<file path="src/inc/tsr_consts.svh">
// Constants for the strobe timer block: register indices, reset values,
// field positions and mode codes.
// Assumes inclusion by bare name from the package and the design module.
`ifndef TSR_CONSTS_SVH
`define TSR_CONSTS_SVH

// Register indices (byte address is four times the index)
`define TSR_IDX_PORT3_CFG 16'hf824
`define TSR_IDX_SHARED_CFG 16'hf826
`define TSR_IDX_ROUTE_CFG 16'hf834
`define TSR_IDX_CTRL0 16'hf840
`define TSR_IDX_COUNT0 16'hf844

// Reset values
`define TSR_RST_CFG8 8'h00
`define TSR_RST_COUNT 16'h0000

// Field positions
`define TSR_P3_TOUT0_BIT 0
`define TSR_P3_TOUT1_BIT 1
`define TSR_PIN_CTR2_BIT 5
`define TSR_PIN_RSVD_MASK 8'h7f
`define TSR_CTRL_BCD_BIT 0
`define TSR_CTRL_MODE_LSB 1
`define TSR_CNT_OUT_BIT 16

// Mode codes of the mode select field
`define TSR_MODE_SW_STROBE 3'b100
`define TSR_MODE_HW_STROBE 3'b101

// Count limits
`define TSR_BCD_DIGIT_MAX 4'h9

`endif

</file>
<file path="src/inc/tsr_pkg.sv">
// Types shared by the strobe timer block.
// Assumes tsr_consts.svh is on the include path.
package tsr_pkg;
  `include "tsr_consts.svh"

  // Timer routing configuration register layout
  typedef struct packed {
    logic timer_clocks_disable;
    logic software_gate_enable;
    logic gate2;
    logic clock2;
    logic gate1;
    logic clock1;
    logic gate0;
    logic clock0;
  } tsr_route_cfg_t;

  // APB request seen by the slave
  typedef struct packed {
    logic sel;
    logic enable;
    logic write;
    logic [17:0] addr;
    logic [31:0] wdata;
  } tsr_apb_req_t;

  // One counter's live state
  typedef struct packed {
    logic [2:0] mode;
    logic bcd;
    logic [15:0] count;
    logic [15:0] reload;
    logic out;
    logic load_pend;
    logic trig_pend;
    logic armed;
    logic gate_prev;
  } tsr_ctr_t;
endpackage : tsr_pkg

</file>
<file path="src/design/tsr_timer.sv">
// Three counter timer with single strobe modes and clock/gate routing.
// Assumes an APB master on clk_in, a prescaled clock that is a one-cycle
// enable pulse on clk_in, and asynchronous timer pins.
//
// Function
// [RQ1] Mode 4: control word drives output high; count loads next pulse.
// [RQ2] Mode 4: at zero output low one pulse, count rolls and continues.
// [RQ3] Mode 4: strobe only on first zero after a count write.
// [RQ4] Mode 4: count N with gate high strobes N+1 pulses after write.
// [RQ5] Mode 4: low gate freezes count and output; high gate resumes.
// [RQ6] Mode 4: new count loads on next pulse and counting continues.
// [RQ7] Mode 5: control word drives output high; count loads after trigger.
// [RQ8] Mode 5: one-pulse strobe only on first zero after a load.
// [RQ9] Mode 5: count N strobes N+1 pulses after gate trigger.
// [RQ10] Mode 5: retrigger reloads next pulse; output high until zero.
// [RQ11] Mode 5: new count waits for the next gate trigger.
// [RQ12] Clock select 0 picks prescaled clock, 1 picks external pin.
// [RQ13] Counter clock must stay within half the core rate, 8 MHz max.
// [RQ14] Gate from software enable and gate bit per counter.
// [RQ15] Timer disable bit 7 blocks all counter clocks.
// [RQ16] All outputs go to interrupt logic; counter 1 requests DMA 0.
// [RQ17] Port 3 bits 0 and 1 put outputs 0 and 1 on pins.
// [RQ18] Pin config bit 5 puts counter 2 pins on package.
// [RQ19] Mode field 100 selects mode 4, 101 selects mode 5.
// [RQ20] Rollover from zero wraps to format maximum and keeps counting.
//
// Local design decision: register access over APB.
`timescale 1ns/1ps
`include "tsr_consts.svh"

module tsr_timer
  import tsr_pkg::*;
#(
  parameter int NCTR = 3
) (
  input wire logic clk_in,
  input wire logic reset_in,
  input wire logic psel_in,
  input wire logic penable_in,
  input wire logic pwrite_in,
  input wire logic [17:0] paddr_in,
  input wire logic [31:0] pwdata_in,
  output logic [31:0] prdata_out,
  output logic pready_out,
  output logic pslverr_out,
  input wire logic prescaled_clock_in,
  input wire logic [NCTR-1:0] external_timer_clock_pin_in,
  input wire logic [NCTR-1:0] external_timer_gate_pin_in,
  input wire logic [1:0] port3_function_in,
  input wire logic coproc_function_in,
  output logic [NCTR-1:0] counter_output_out,
  output logic dma0_request_out,
  output logic [NCTR-1:0] external_timer_output_pin_out,
  output logic [NCTR-1:0] timer_pin_selected_out
);

  // ----------------------------------------------------------------
  // Helper functions
  // ----------------------------------------------------------------

  // Address match against a register index
  function automatic logic addr_hit(input logic [17:0] a,
                                    input logic [15:0] idx);
    addr_hit = (a == {idx, 2'b00});
  endfunction : addr_hit

  // Decrement with wrap to the format maximum
  function automatic logic [15:0] count_dec(input logic [15:0] v,
                                            input logic bcd);
    logic [15:0] r;
    logic borrow;
    r = v;
    borrow = 1'b1;
    if (bcd) begin
      for (int d = 0; d < 4; d++) begin
        if (borrow) begin
          if (r[d*4 +: 4] == 4'h0) begin
            r[d*4 +: 4] = `TSR_BCD_DIGIT_MAX;
          end else begin
            r[d*4 +: 4] = r[d*4 +: 4] - 4'h1;
            borrow = 1'b0;
          end
        end
      end
    end else begin
      r = v - 16'h0001;
    end
    count_dec = r;
  endfunction : count_dec

  // ----------------------------------------------------------------
  // Configuration registers and APB decode
  // ----------------------------------------------------------------
  tsr_apb_req_t req;
  logic [7:0] port3_cfg_r, port3_cfg_nxt;
  logic [7:0] shared_cfg_r, shared_cfg_nxt;
  logic [7:0] route_cfg_r, route_cfg_nxt;
  logic [31:0] prdata_r, prdata_nxt;
  tsr_route_cfg_t route;
  logic wr_en;
  logic mapped;
  logic [NCTR-1:0] ctrl_wr, count_wr, ctrl_hit, count_hit;
  tsr_ctr_t ctr_r [NCTR];
  tsr_ctr_t ctr_nxt [NCTR];

  assign req = '{sel: psel_in, enable: penable_in, write: pwrite_in,
                 addr: paddr_in, wdata: pwdata_in};
  assign route = tsr_route_cfg_t'(route_cfg_r);
  assign wr_en = req.sel & req.enable & req.write;

  // Per-counter register hits
  always_comb begin
    for (int n = 0; n < NCTR; n++) begin
      ctrl_hit[n] = addr_hit(req.addr, `TSR_IDX_CTRL0 + 16'(n));
      count_hit[n] = addr_hit(req.addr, `TSR_IDX_COUNT0 + 16'(n));
    end
    ctrl_wr = wr_en ? ctrl_hit : '0;
    count_wr = wr_en ? count_hit : '0;
  end

  // Decode, write and read data
  always_comb begin
    port3_cfg_nxt = port3_cfg_r;
    shared_cfg_nxt = shared_cfg_r;
    route_cfg_nxt = route_cfg_r;
    prdata_nxt = prdata_r;
    mapped = addr_hit(req.addr, `TSR_IDX_PORT3_CFG) |
             addr_hit(req.addr, `TSR_IDX_SHARED_CFG) |
             addr_hit(req.addr, `TSR_IDX_ROUTE_CFG) |
             (|ctrl_hit) | (|count_hit);
    if (wr_en) begin
      if (addr_hit(req.addr, `TSR_IDX_PORT3_CFG)) begin
        port3_cfg_nxt = req.wdata[7:0];
      end
      if (addr_hit(req.addr, `TSR_IDX_SHARED_CFG)) begin
        shared_cfg_nxt = req.wdata[7:0] & `TSR_PIN_RSVD_MASK;
      end
      if (addr_hit(req.addr, `TSR_IDX_ROUTE_CFG)) begin
        route_cfg_nxt = req.wdata[7:0];
      end
    end
    // Read data captured in the setup phase
    if (req.sel & ~req.enable & ~req.write) begin
      prdata_nxt = 32'h0000_0000;
      if (addr_hit(req.addr, `TSR_IDX_PORT3_CFG)) begin
        prdata_nxt[7:0] = port3_cfg_r;
      end
      if (addr_hit(req.addr, `TSR_IDX_SHARED_CFG)) begin
        prdata_nxt[7:0] = shared_cfg_r;
      end
      if (addr_hit(req.addr, `TSR_IDX_ROUTE_CFG)) begin
        prdata_nxt[7:0] = route_cfg_r;
      end
      for (int n = 0; n < NCTR; n++) begin
        if (ctrl_hit[n]) begin
          prdata_nxt[`TSR_CTRL_MODE_LSB +: 3] = ctr_r[n].mode;
          prdata_nxt[`TSR_CTRL_BCD_BIT] = ctr_r[n].bcd;
        end
        if (count_hit[n]) begin
          prdata_nxt[15:0] = ctr_r[n].count;
          prdata_nxt[`TSR_CNT_OUT_BIT] = ctr_r[n].out;
        end
      end
    end
  end

  // Configuration and read data registers
  always_ff @(posedge clk_in) begin
    if (reset_in) begin
      port3_cfg_r <= `TSR_RST_CFG8;
      shared_cfg_r <= `TSR_RST_CFG8;
      route_cfg_r <= `TSR_RST_CFG8;
      prdata_r <= 32'h0000_0000;
    end else begin
      port3_cfg_r <= port3_cfg_nxt;
      shared_cfg_r <= shared_cfg_nxt;
      route_cfg_r <= route_cfg_nxt;
      prdata_r <= prdata_nxt;
    end
  end

  // Zero-wait answer, error on unmapped address
  assign pready_out = 1'b1;
  assign pslverr_out = req.sel & req.enable & ~mapped;
  assign prdata_out = prdata_r;

  // ----------------------------------------------------------------
  // Pin synchronisers and clock/gate routing
  // ----------------------------------------------------------------
  logic [NCTR-1:0] clk_s1_r, clk_s2_r, clk_s3_r;
  logic [NCTR-1:0] gate_s1_r, gate_s2_r;
  logic [NCTR-1:0] pin_present;
  logic [NCTR-1:0] ctr_pulse, gate_lvl;
  logic [NCTR-1:0] ck_sel, gt_sel;

  assign ck_sel = {route.clock2, route.clock1, route.clock0};
  assign gt_sel = {route.gate2, route.gate1, route.gate0};

  genvar g;
  generate
    for (g = 0; g < NCTR; g++) begin : g_pin
      // Two-stage synchroniser plus edge history
      always_ff @(posedge clk_in) begin
        if (reset_in) begin
          clk_s1_r[g] <= 1'b0;
          clk_s2_r[g] <= 1'b0;
          clk_s3_r[g] <= 1'b0;
          gate_s1_r[g] <= 1'b0;
          gate_s2_r[g] <= 1'b0;
        end else begin
          clk_s1_r[g] <= external_timer_clock_pin_in[g];
          clk_s2_r[g] <= clk_s1_r[g];
          clk_s3_r[g] <= clk_s2_r[g];
          gate_s1_r[g] <= external_timer_gate_pin_in[g];
          gate_s2_r[g] <= gate_s1_r[g];
        end
      end

      // Counter 2 pins exist only when routed to the package
      if (g == 2) begin : g_shared
        assign pin_present[g] = shared_cfg_r[`TSR_PIN_CTR2_BIT]; // RQ18
      end else begin : g_fixed
        assign pin_present[g] = 1'b1;
      end

      // Counter clock pulse source and global disable
      assign ctr_pulse[g] = ~route.timer_clocks_disable & // RQ15
        (ck_sel[g] ? (pin_present[g] & clk_s2_r[g] & ~clk_s3_r[g])
                   : prescaled_clock_in); // RQ12

      // Gate source
      assign gate_lvl[g] = route.software_gate_enable ? gt_sel[g] :
        (gt_sel[g] ? (pin_present[g] & gate_s2_r[g]) : 1'b1); // RQ14
    end
  endgenerate

  // ----------------------------------------------------------------
  // Counter engines
  // ----------------------------------------------------------------

  // Next state of every counter
  always_comb begin
    logic [15:0] dec;
    logic edge_seen;
    dec = 16'h0000;
    edge_seen = 1'b0;
    for (int n = 0; n < NCTR; n++) begin
      ctr_nxt[n] = ctr_r[n];
      dec = count_dec(ctr_r[n].count, ctr_r[n].bcd); // RQ20
      edge_seen = gate_lvl[n] & ~ctr_r[n].gate_prev;
      ctr_nxt[n].gate_prev = gate_lvl[n];
      if (ctr_pulse[n]) begin
        if (ctr_r[n].mode == `TSR_MODE_SW_STROBE) begin // RQ19
          if (ctr_r[n].load_pend) begin
            ctr_nxt[n].count = ctr_r[n].reload; // RQ1 RQ6
            ctr_nxt[n].load_pend = 1'b0;
            ctr_nxt[n].armed = 1'b1;
            ctr_nxt[n].out = 1'b1;
          end else if (gate_lvl[n]) begin // RQ5
            ctr_nxt[n].count = dec;
            ctr_nxt[n].out = 1'b1; // RQ2
            if (dec == 16'h0000 && ctr_r[n].armed) begin
              ctr_nxt[n].out = 1'b0; // RQ2 RQ4
              ctr_nxt[n].armed = 1'b0; // RQ3
            end
          end
        end else if (ctr_r[n].mode == `TSR_MODE_HW_STROBE) begin
          if (ctr_r[n].trig_pend) begin
            ctr_nxt[n].count = ctr_r[n].reload; // RQ7 RQ10
            ctr_nxt[n].trig_pend = 1'b0;
            ctr_nxt[n].armed = 1'b1;
            ctr_nxt[n].out = 1'b1;
          end else begin
            ctr_nxt[n].count = dec;
            ctr_nxt[n].out = 1'b1;
            if (dec == 16'h0000 && ctr_r[n].armed) begin
              ctr_nxt[n].out = 1'b0; // RQ8 RQ9
              ctr_nxt[n].armed = 1'b0;
            end
          end
        end
      end
      // Gate trigger set wins over consumption
      if (edge_seen && ctr_r[n].mode == `TSR_MODE_HW_STROBE) begin
        ctr_nxt[n].trig_pend = 1'b1;
      end
      // Count write: mode 5 only stores it until the next trigger
      if (count_wr[n]) begin
        ctr_nxt[n].reload = req.wdata[15:0]; // RQ11
        if (ctr_r[n].mode == `TSR_MODE_SW_STROBE) begin
          ctr_nxt[n].load_pend = 1'b1; // RQ6
        end
      end
      // Control word write disarms the counter, drops pending loads and drives output high; the count is kept
      if (ctrl_wr[n]) begin
        ctr_nxt[n].mode = req.wdata[`TSR_CTRL_MODE_LSB +: 3];
        ctr_nxt[n].bcd = req.wdata[`TSR_CTRL_BCD_BIT];
        ctr_nxt[n].out = 1'b1; // RQ1 RQ7
        ctr_nxt[n].load_pend = 1'b0;
        ctr_nxt[n].trig_pend = 1'b0;
        ctr_nxt[n].armed = 1'b0;
      end
    end
  end

  // Counter state registers
  always_ff @(posedge clk_in) begin
    for (int n = 0; n < NCTR; n++) begin
      if (reset_in) begin
        ctr_r[n] <= '{mode: 3'h0, bcd: 1'b0, count: `TSR_RST_COUNT,
                      reload: `TSR_RST_COUNT, out: 1'b1, load_pend: 1'b0,
                      trig_pend: 1'b0, armed: 1'b0, gate_prev: 1'b1};
      end else begin
        ctr_r[n] <= ctr_nxt[n];
      end
    end
  end

  // ----------------------------------------------------------------
  // Output routing
  // ----------------------------------------------------------------
  logic [NCTR-1:0] pin_out_r, pin_out_nxt;

  // Counter outputs and pin multiplexing
  always_comb begin
    for (int n = 0; n < NCTR; n++) begin
      counter_output_out[n] = ctr_r[n].out; // RQ16
    end
    timer_pin_selected_out = '0;
    timer_pin_selected_out[0] = port3_cfg_r[`TSR_P3_TOUT0_BIT]; // RQ17
    timer_pin_selected_out[1] = port3_cfg_r[`TSR_P3_TOUT1_BIT];
    timer_pin_selected_out[2] = shared_cfg_r[`TSR_PIN_CTR2_BIT]; // RQ18
    pin_out_nxt[0] = timer_pin_selected_out[0] ? ctr_r[0].out
                                               : port3_function_in[0];
    pin_out_nxt[1] = timer_pin_selected_out[1] ? ctr_r[1].out
                                               : port3_function_in[1];
    pin_out_nxt[2] = timer_pin_selected_out[2] ? ctr_r[2].out
                                               : coproc_function_in;
  end

  // Pin output register
  always_ff @(posedge clk_in) begin
    if (reset_in) begin
      pin_out_r <= '0;
    end else begin
      pin_out_r <= pin_out_nxt;
    end
  end

  assign external_timer_output_pin_out = pin_out_r;
  assign dma0_request_out = ctr_r[1].out; // RQ16

endmodule : tsr_timer

</file>
<file path="config.mk">
export PLATFORM = sky130hd
export DESIGN_NAME = tsr_timer
export DESIGN_NICKNAME = d
export VERILOG_FILES = /design/src/inc/tsr_pkg.sv /design/src/design/tsr_timer.sv
export VERILOG_INCLUDE_DIRS = /design/src /design/src/inc
export SDC_FILE = /design/constraint.sdc
export NUM_CORES = 1
export LEC_CHECK = 0
export BUFFER_PORTS_ARGS = -buffer_cell sky130_fd_sc_hd__buf_2
export CAP_MARGIN = 20
export CORE_ASPECT_RATIO = 0.7
export CORE_MARGIN = 3
export CORE_UTILIZATION = 40
export DETAILED_ROUTE_END_ITERATION = 10
export PLACE_DENSITY = 0.58
export SLEW_MARGIN = 20
export SYNTH_ARGS = -nofsm -noshare
export SYNTH_HDL_FRONTEND = slang
export SYNTH_SLANG_ARGS = --single-unit
</file>
<file path="constraint.sdc">
create_clock -name clk_in -period 3.44 [get_ports clk_in]
set_clock_uncertainty 0.1 [all_clocks]
set_input_delay 0.344 -clock clk_in [delete_from_list [all_inputs] [get_ports clk_in]]
set_output_delay 0.344 -clock clk_in [all_outputs]
set_load 0.01 [all_outputs]
</file>
==> metrics.yaml <==
synth:
  synth_mux_area_share_pct: 3.96
  synth_xor_area_share_pct: 1.08
  synth_compound_area_share_pct: 23.3
  synth_area_leader_cell: "dfxtp_1"
  synth_top_area_share_pct: 37.1
  async_reset_ff_share_pct: 0
  synth_top_family_by_area: "simple AND/OR/NAND/NOR gates"
  synth_area_leaders: "dfxtp_1 37%, nand2_1 8.1%, a21oi_1 5.8%"
  synthTopCellsByCount: "210 x nand2_1, 181 x dfxtp_1, 130 x nor2_1"
  netlist_area_um2: 9770
  synthCells: 1254
  yosysUniqueCellTypes: 81
  yosys_warnings: 0
  synthFlopType: "dfxtp_1"
  synthAdderAreaFrac_pct: 0.640
  synth_edf_count: 0
  synth-seq-cells: 181
  syn_avg_cell_area_um2: 7.79
  synth.most_common_cell: "nand2_1"
  synthSimpleGateAreaFrac_pct: 27.2
  ys_seq_area_share_pct: 37.1
clock_tree:
  root_buffer: "clkbuf_16"
  clk_pin_slew_worst_paths_ps: 80
  cts_buffers: 17
  cts_resized: 0
  clk_latency_ps: 460
  htree_levels: 4
  cts.sinks: 181
  clk_path_buf_depth: 2
  cts_tree: "yes"
sta:
  rsz0062_at_grt: "false"
  tightest_slew_ps: 821
  report.final.hold_viol_count: 0
  fin_crit_ps: 2920
  fin_crit_sh_pct: 85.0
  setup_violations: 0
  tns_ps: 0
  relSlewSlack_pct: 45.3
  layout_setup_ws_ps: 517
  drv_slew: 0
  fmax_ghz: 0.342
final_layout:
  finalInstanceArea_um2: 11100
  register_area_um2: 3620
  layout-drive-gt1-share_pct: 15.8
  fin_util_pct: 46.4
  area_delta_synth_final_pct: 13.2
  antenna_cells: 0
  fillers: 2419
  multiInputGateArea_um2: 5570
  nets: 1364
detailed_routing:
  wl_per_cell_um: 19.3
  totalWireLength_um: 31400
  vias: 9367
  drtAntennaViolNets: 0
  vias_per_cell: 5.76
  drtIter0Drc: 1036
  drc: 0
  drtPass1Iterations: 6
place:
  placed_cell_area_um2: 10400
  gp_congestion: 0.925
  place_ws_ps: 389
  hpwl_um: 22600
  port-buffer-count: 76
grt:
  grt-ovfl-total: 0
  antenna_found_initial: 0
  grt.total_usage_pct: 24.1
  grt_start_max_net_pins: 91
  grt_pass1_vias: 8265
  grt_pass1_wl_um: 48800
setup_path:
  endpoint_kind: "flip-flop"
  cp_data_required_time_ps: 3690
  r2r.worst_path.cells: 9
  cp-start-kind: "flip-flop"
  critical_path_arrival_ps: 3170
  crit_fanout: 11
  critPathKind: "flip-flop to flip-flop"
die:
  core_um2: 23800
  dieArea_um2: 26400
  io_pins: 109
  fp.dieH_um: 137
  fp.dieW_um: 193
  start_util_pct: 41.0
  rows: 47
worst_hold_path:
  hold_depth: 3
  hp-class: "input port to flip-flop"
power_and_ir_drop:
  finalPower_mw: 4.44
  leakagePower_nw: 4.00
  max-vdd-ir-drop_mv: 0.355
  power_density_nw_per_um2: 401
job:
  drv_cap: 0
outcome:
  status: "finished clean"
-- path summary, 6_finish.rpt --
kind                                            from                          endpoint  slack [ps]
worst max-delay path                    ctr_r[1][21]                       ctr_r[1][4]         520
worst min-delay path            port3_function_in[0]  external_timer_output_pin_out[0]          30
worst max register to register          ctr_r[1][21]                       ctr_r[1][4]         520
worst min register to register           clk_s1_r[2]                       clk_s2_r[2]         340
-- critical path: stages (launching register included) --
cell,delay [ps]
dfxtp_1,590
inv_1,130
ha_1,300
and2_1,290
nor2_1,420
or4_1,200
nand3_1,100
nor3_2,310
a41oi_1,150
or2_1,220
-- area by class of cell --
type | instances | share of cell area, %
clock inverters | 15 | 1.83
inverters | 20 | 0.679
flip-flops and latches | 181 | 32.8
multi-input cells | 949 | 50.3
well taps | 318 | 3.60
clock buffers | 17 | 3.85
repair buffers | 125 | 6.96
-- kinds of logic (layout without fill, tap and decap cells) --
| group | Yosys count | count (layout) |
|---|---|---|
| buffers and inverters | 138 | 177 |
| DFF | 181 | 181 |
| adders and majority gates | 5 | 5 |
| muxes | 38 | 38 |
| and+or+nand+nor | 540 | 540 |
| other | 2 | 16 |
| AOI/OAI and AO/OA | 338 | 338 |
| xor gates and xnor gates | 12 | 12 |
-- sequential cells by signal (all words and copies together), names as in the netlist, named ones only --
signal                         flops
clk_s1_r                           3
clk_s2_r                           3
clk_s3_r                           3
ctr_r                            120
external_timer_output_pin_out      3
gate_s1_r                          3
gate_s2_r                          3
port3_cfg_r                        8
prdata_out                        17
route                              8
shared_cfg_r                       7
-- what timing repair did --
item,CTS,global route
hold buffers,6,0
setup buffers,0,0
hold endpoints to repair,6,0
-- stage by stage --
stage               instances  hold slack, ps
CTS                      1625            14.3
global placement         1587             318
detailed placement       1587             327
floorplan                1268             314
global route             1625            53.6
finish                   1625            30.6
-- placed cells by master, fill, tap and decap left out, types with 6 or more instances in the layout --
cell	netlist	final
or3_1	17	17
a21oi_2	20	20
nor3_1	44	44
nand3b_1	8	8
o211ai_1	25	25
or4_1	9	9
a22oi_1	16	16
a222oi_1	9	9
conb_1	2	16
nand3_1	20	20
nand2b_1	10	10
a21oi_1	114	114
o21ai_0	39	39
a211oi_1	36	36
dfxtp_1	181	181
nor2_1	130	130
o31ai_1	12	10
inv_1	19	19
clkbuf_16	0	17
nand2_1	210	210
nor2b_1	19	19
a221oi_1	7	7
nor3b_1	6	6
nor4_1	15	15
buf_4	24	43
xnor2_1	7	7
buf_2	5	75
mux2i_1	33	33
inv_8	0	6
nand4_1	7	7
dlygate4sd3_1	0	6
-- report_power, final --
group          switching [mW]  internal [mW]
Clock                   0.993           1.12
Sequential            0.00802           2.11
Combinational           0.138         0.0648
-- layer usage --
layer / track usage [%] / vias up / share of wire, % / wire, µm
met4: 6.55 / 0 / 1.6 / 503
met1: 37.4 / 4455 / 50 / 15600
met3: 4.74 / 42 / 7.7 / 2410
met5: 0 / - / 0 / 0
li1: - / 4534 / - / -
met2: 33.3 / 336 / 41 / 12800
Note: power is estimated with default switching activity, not from simulation.
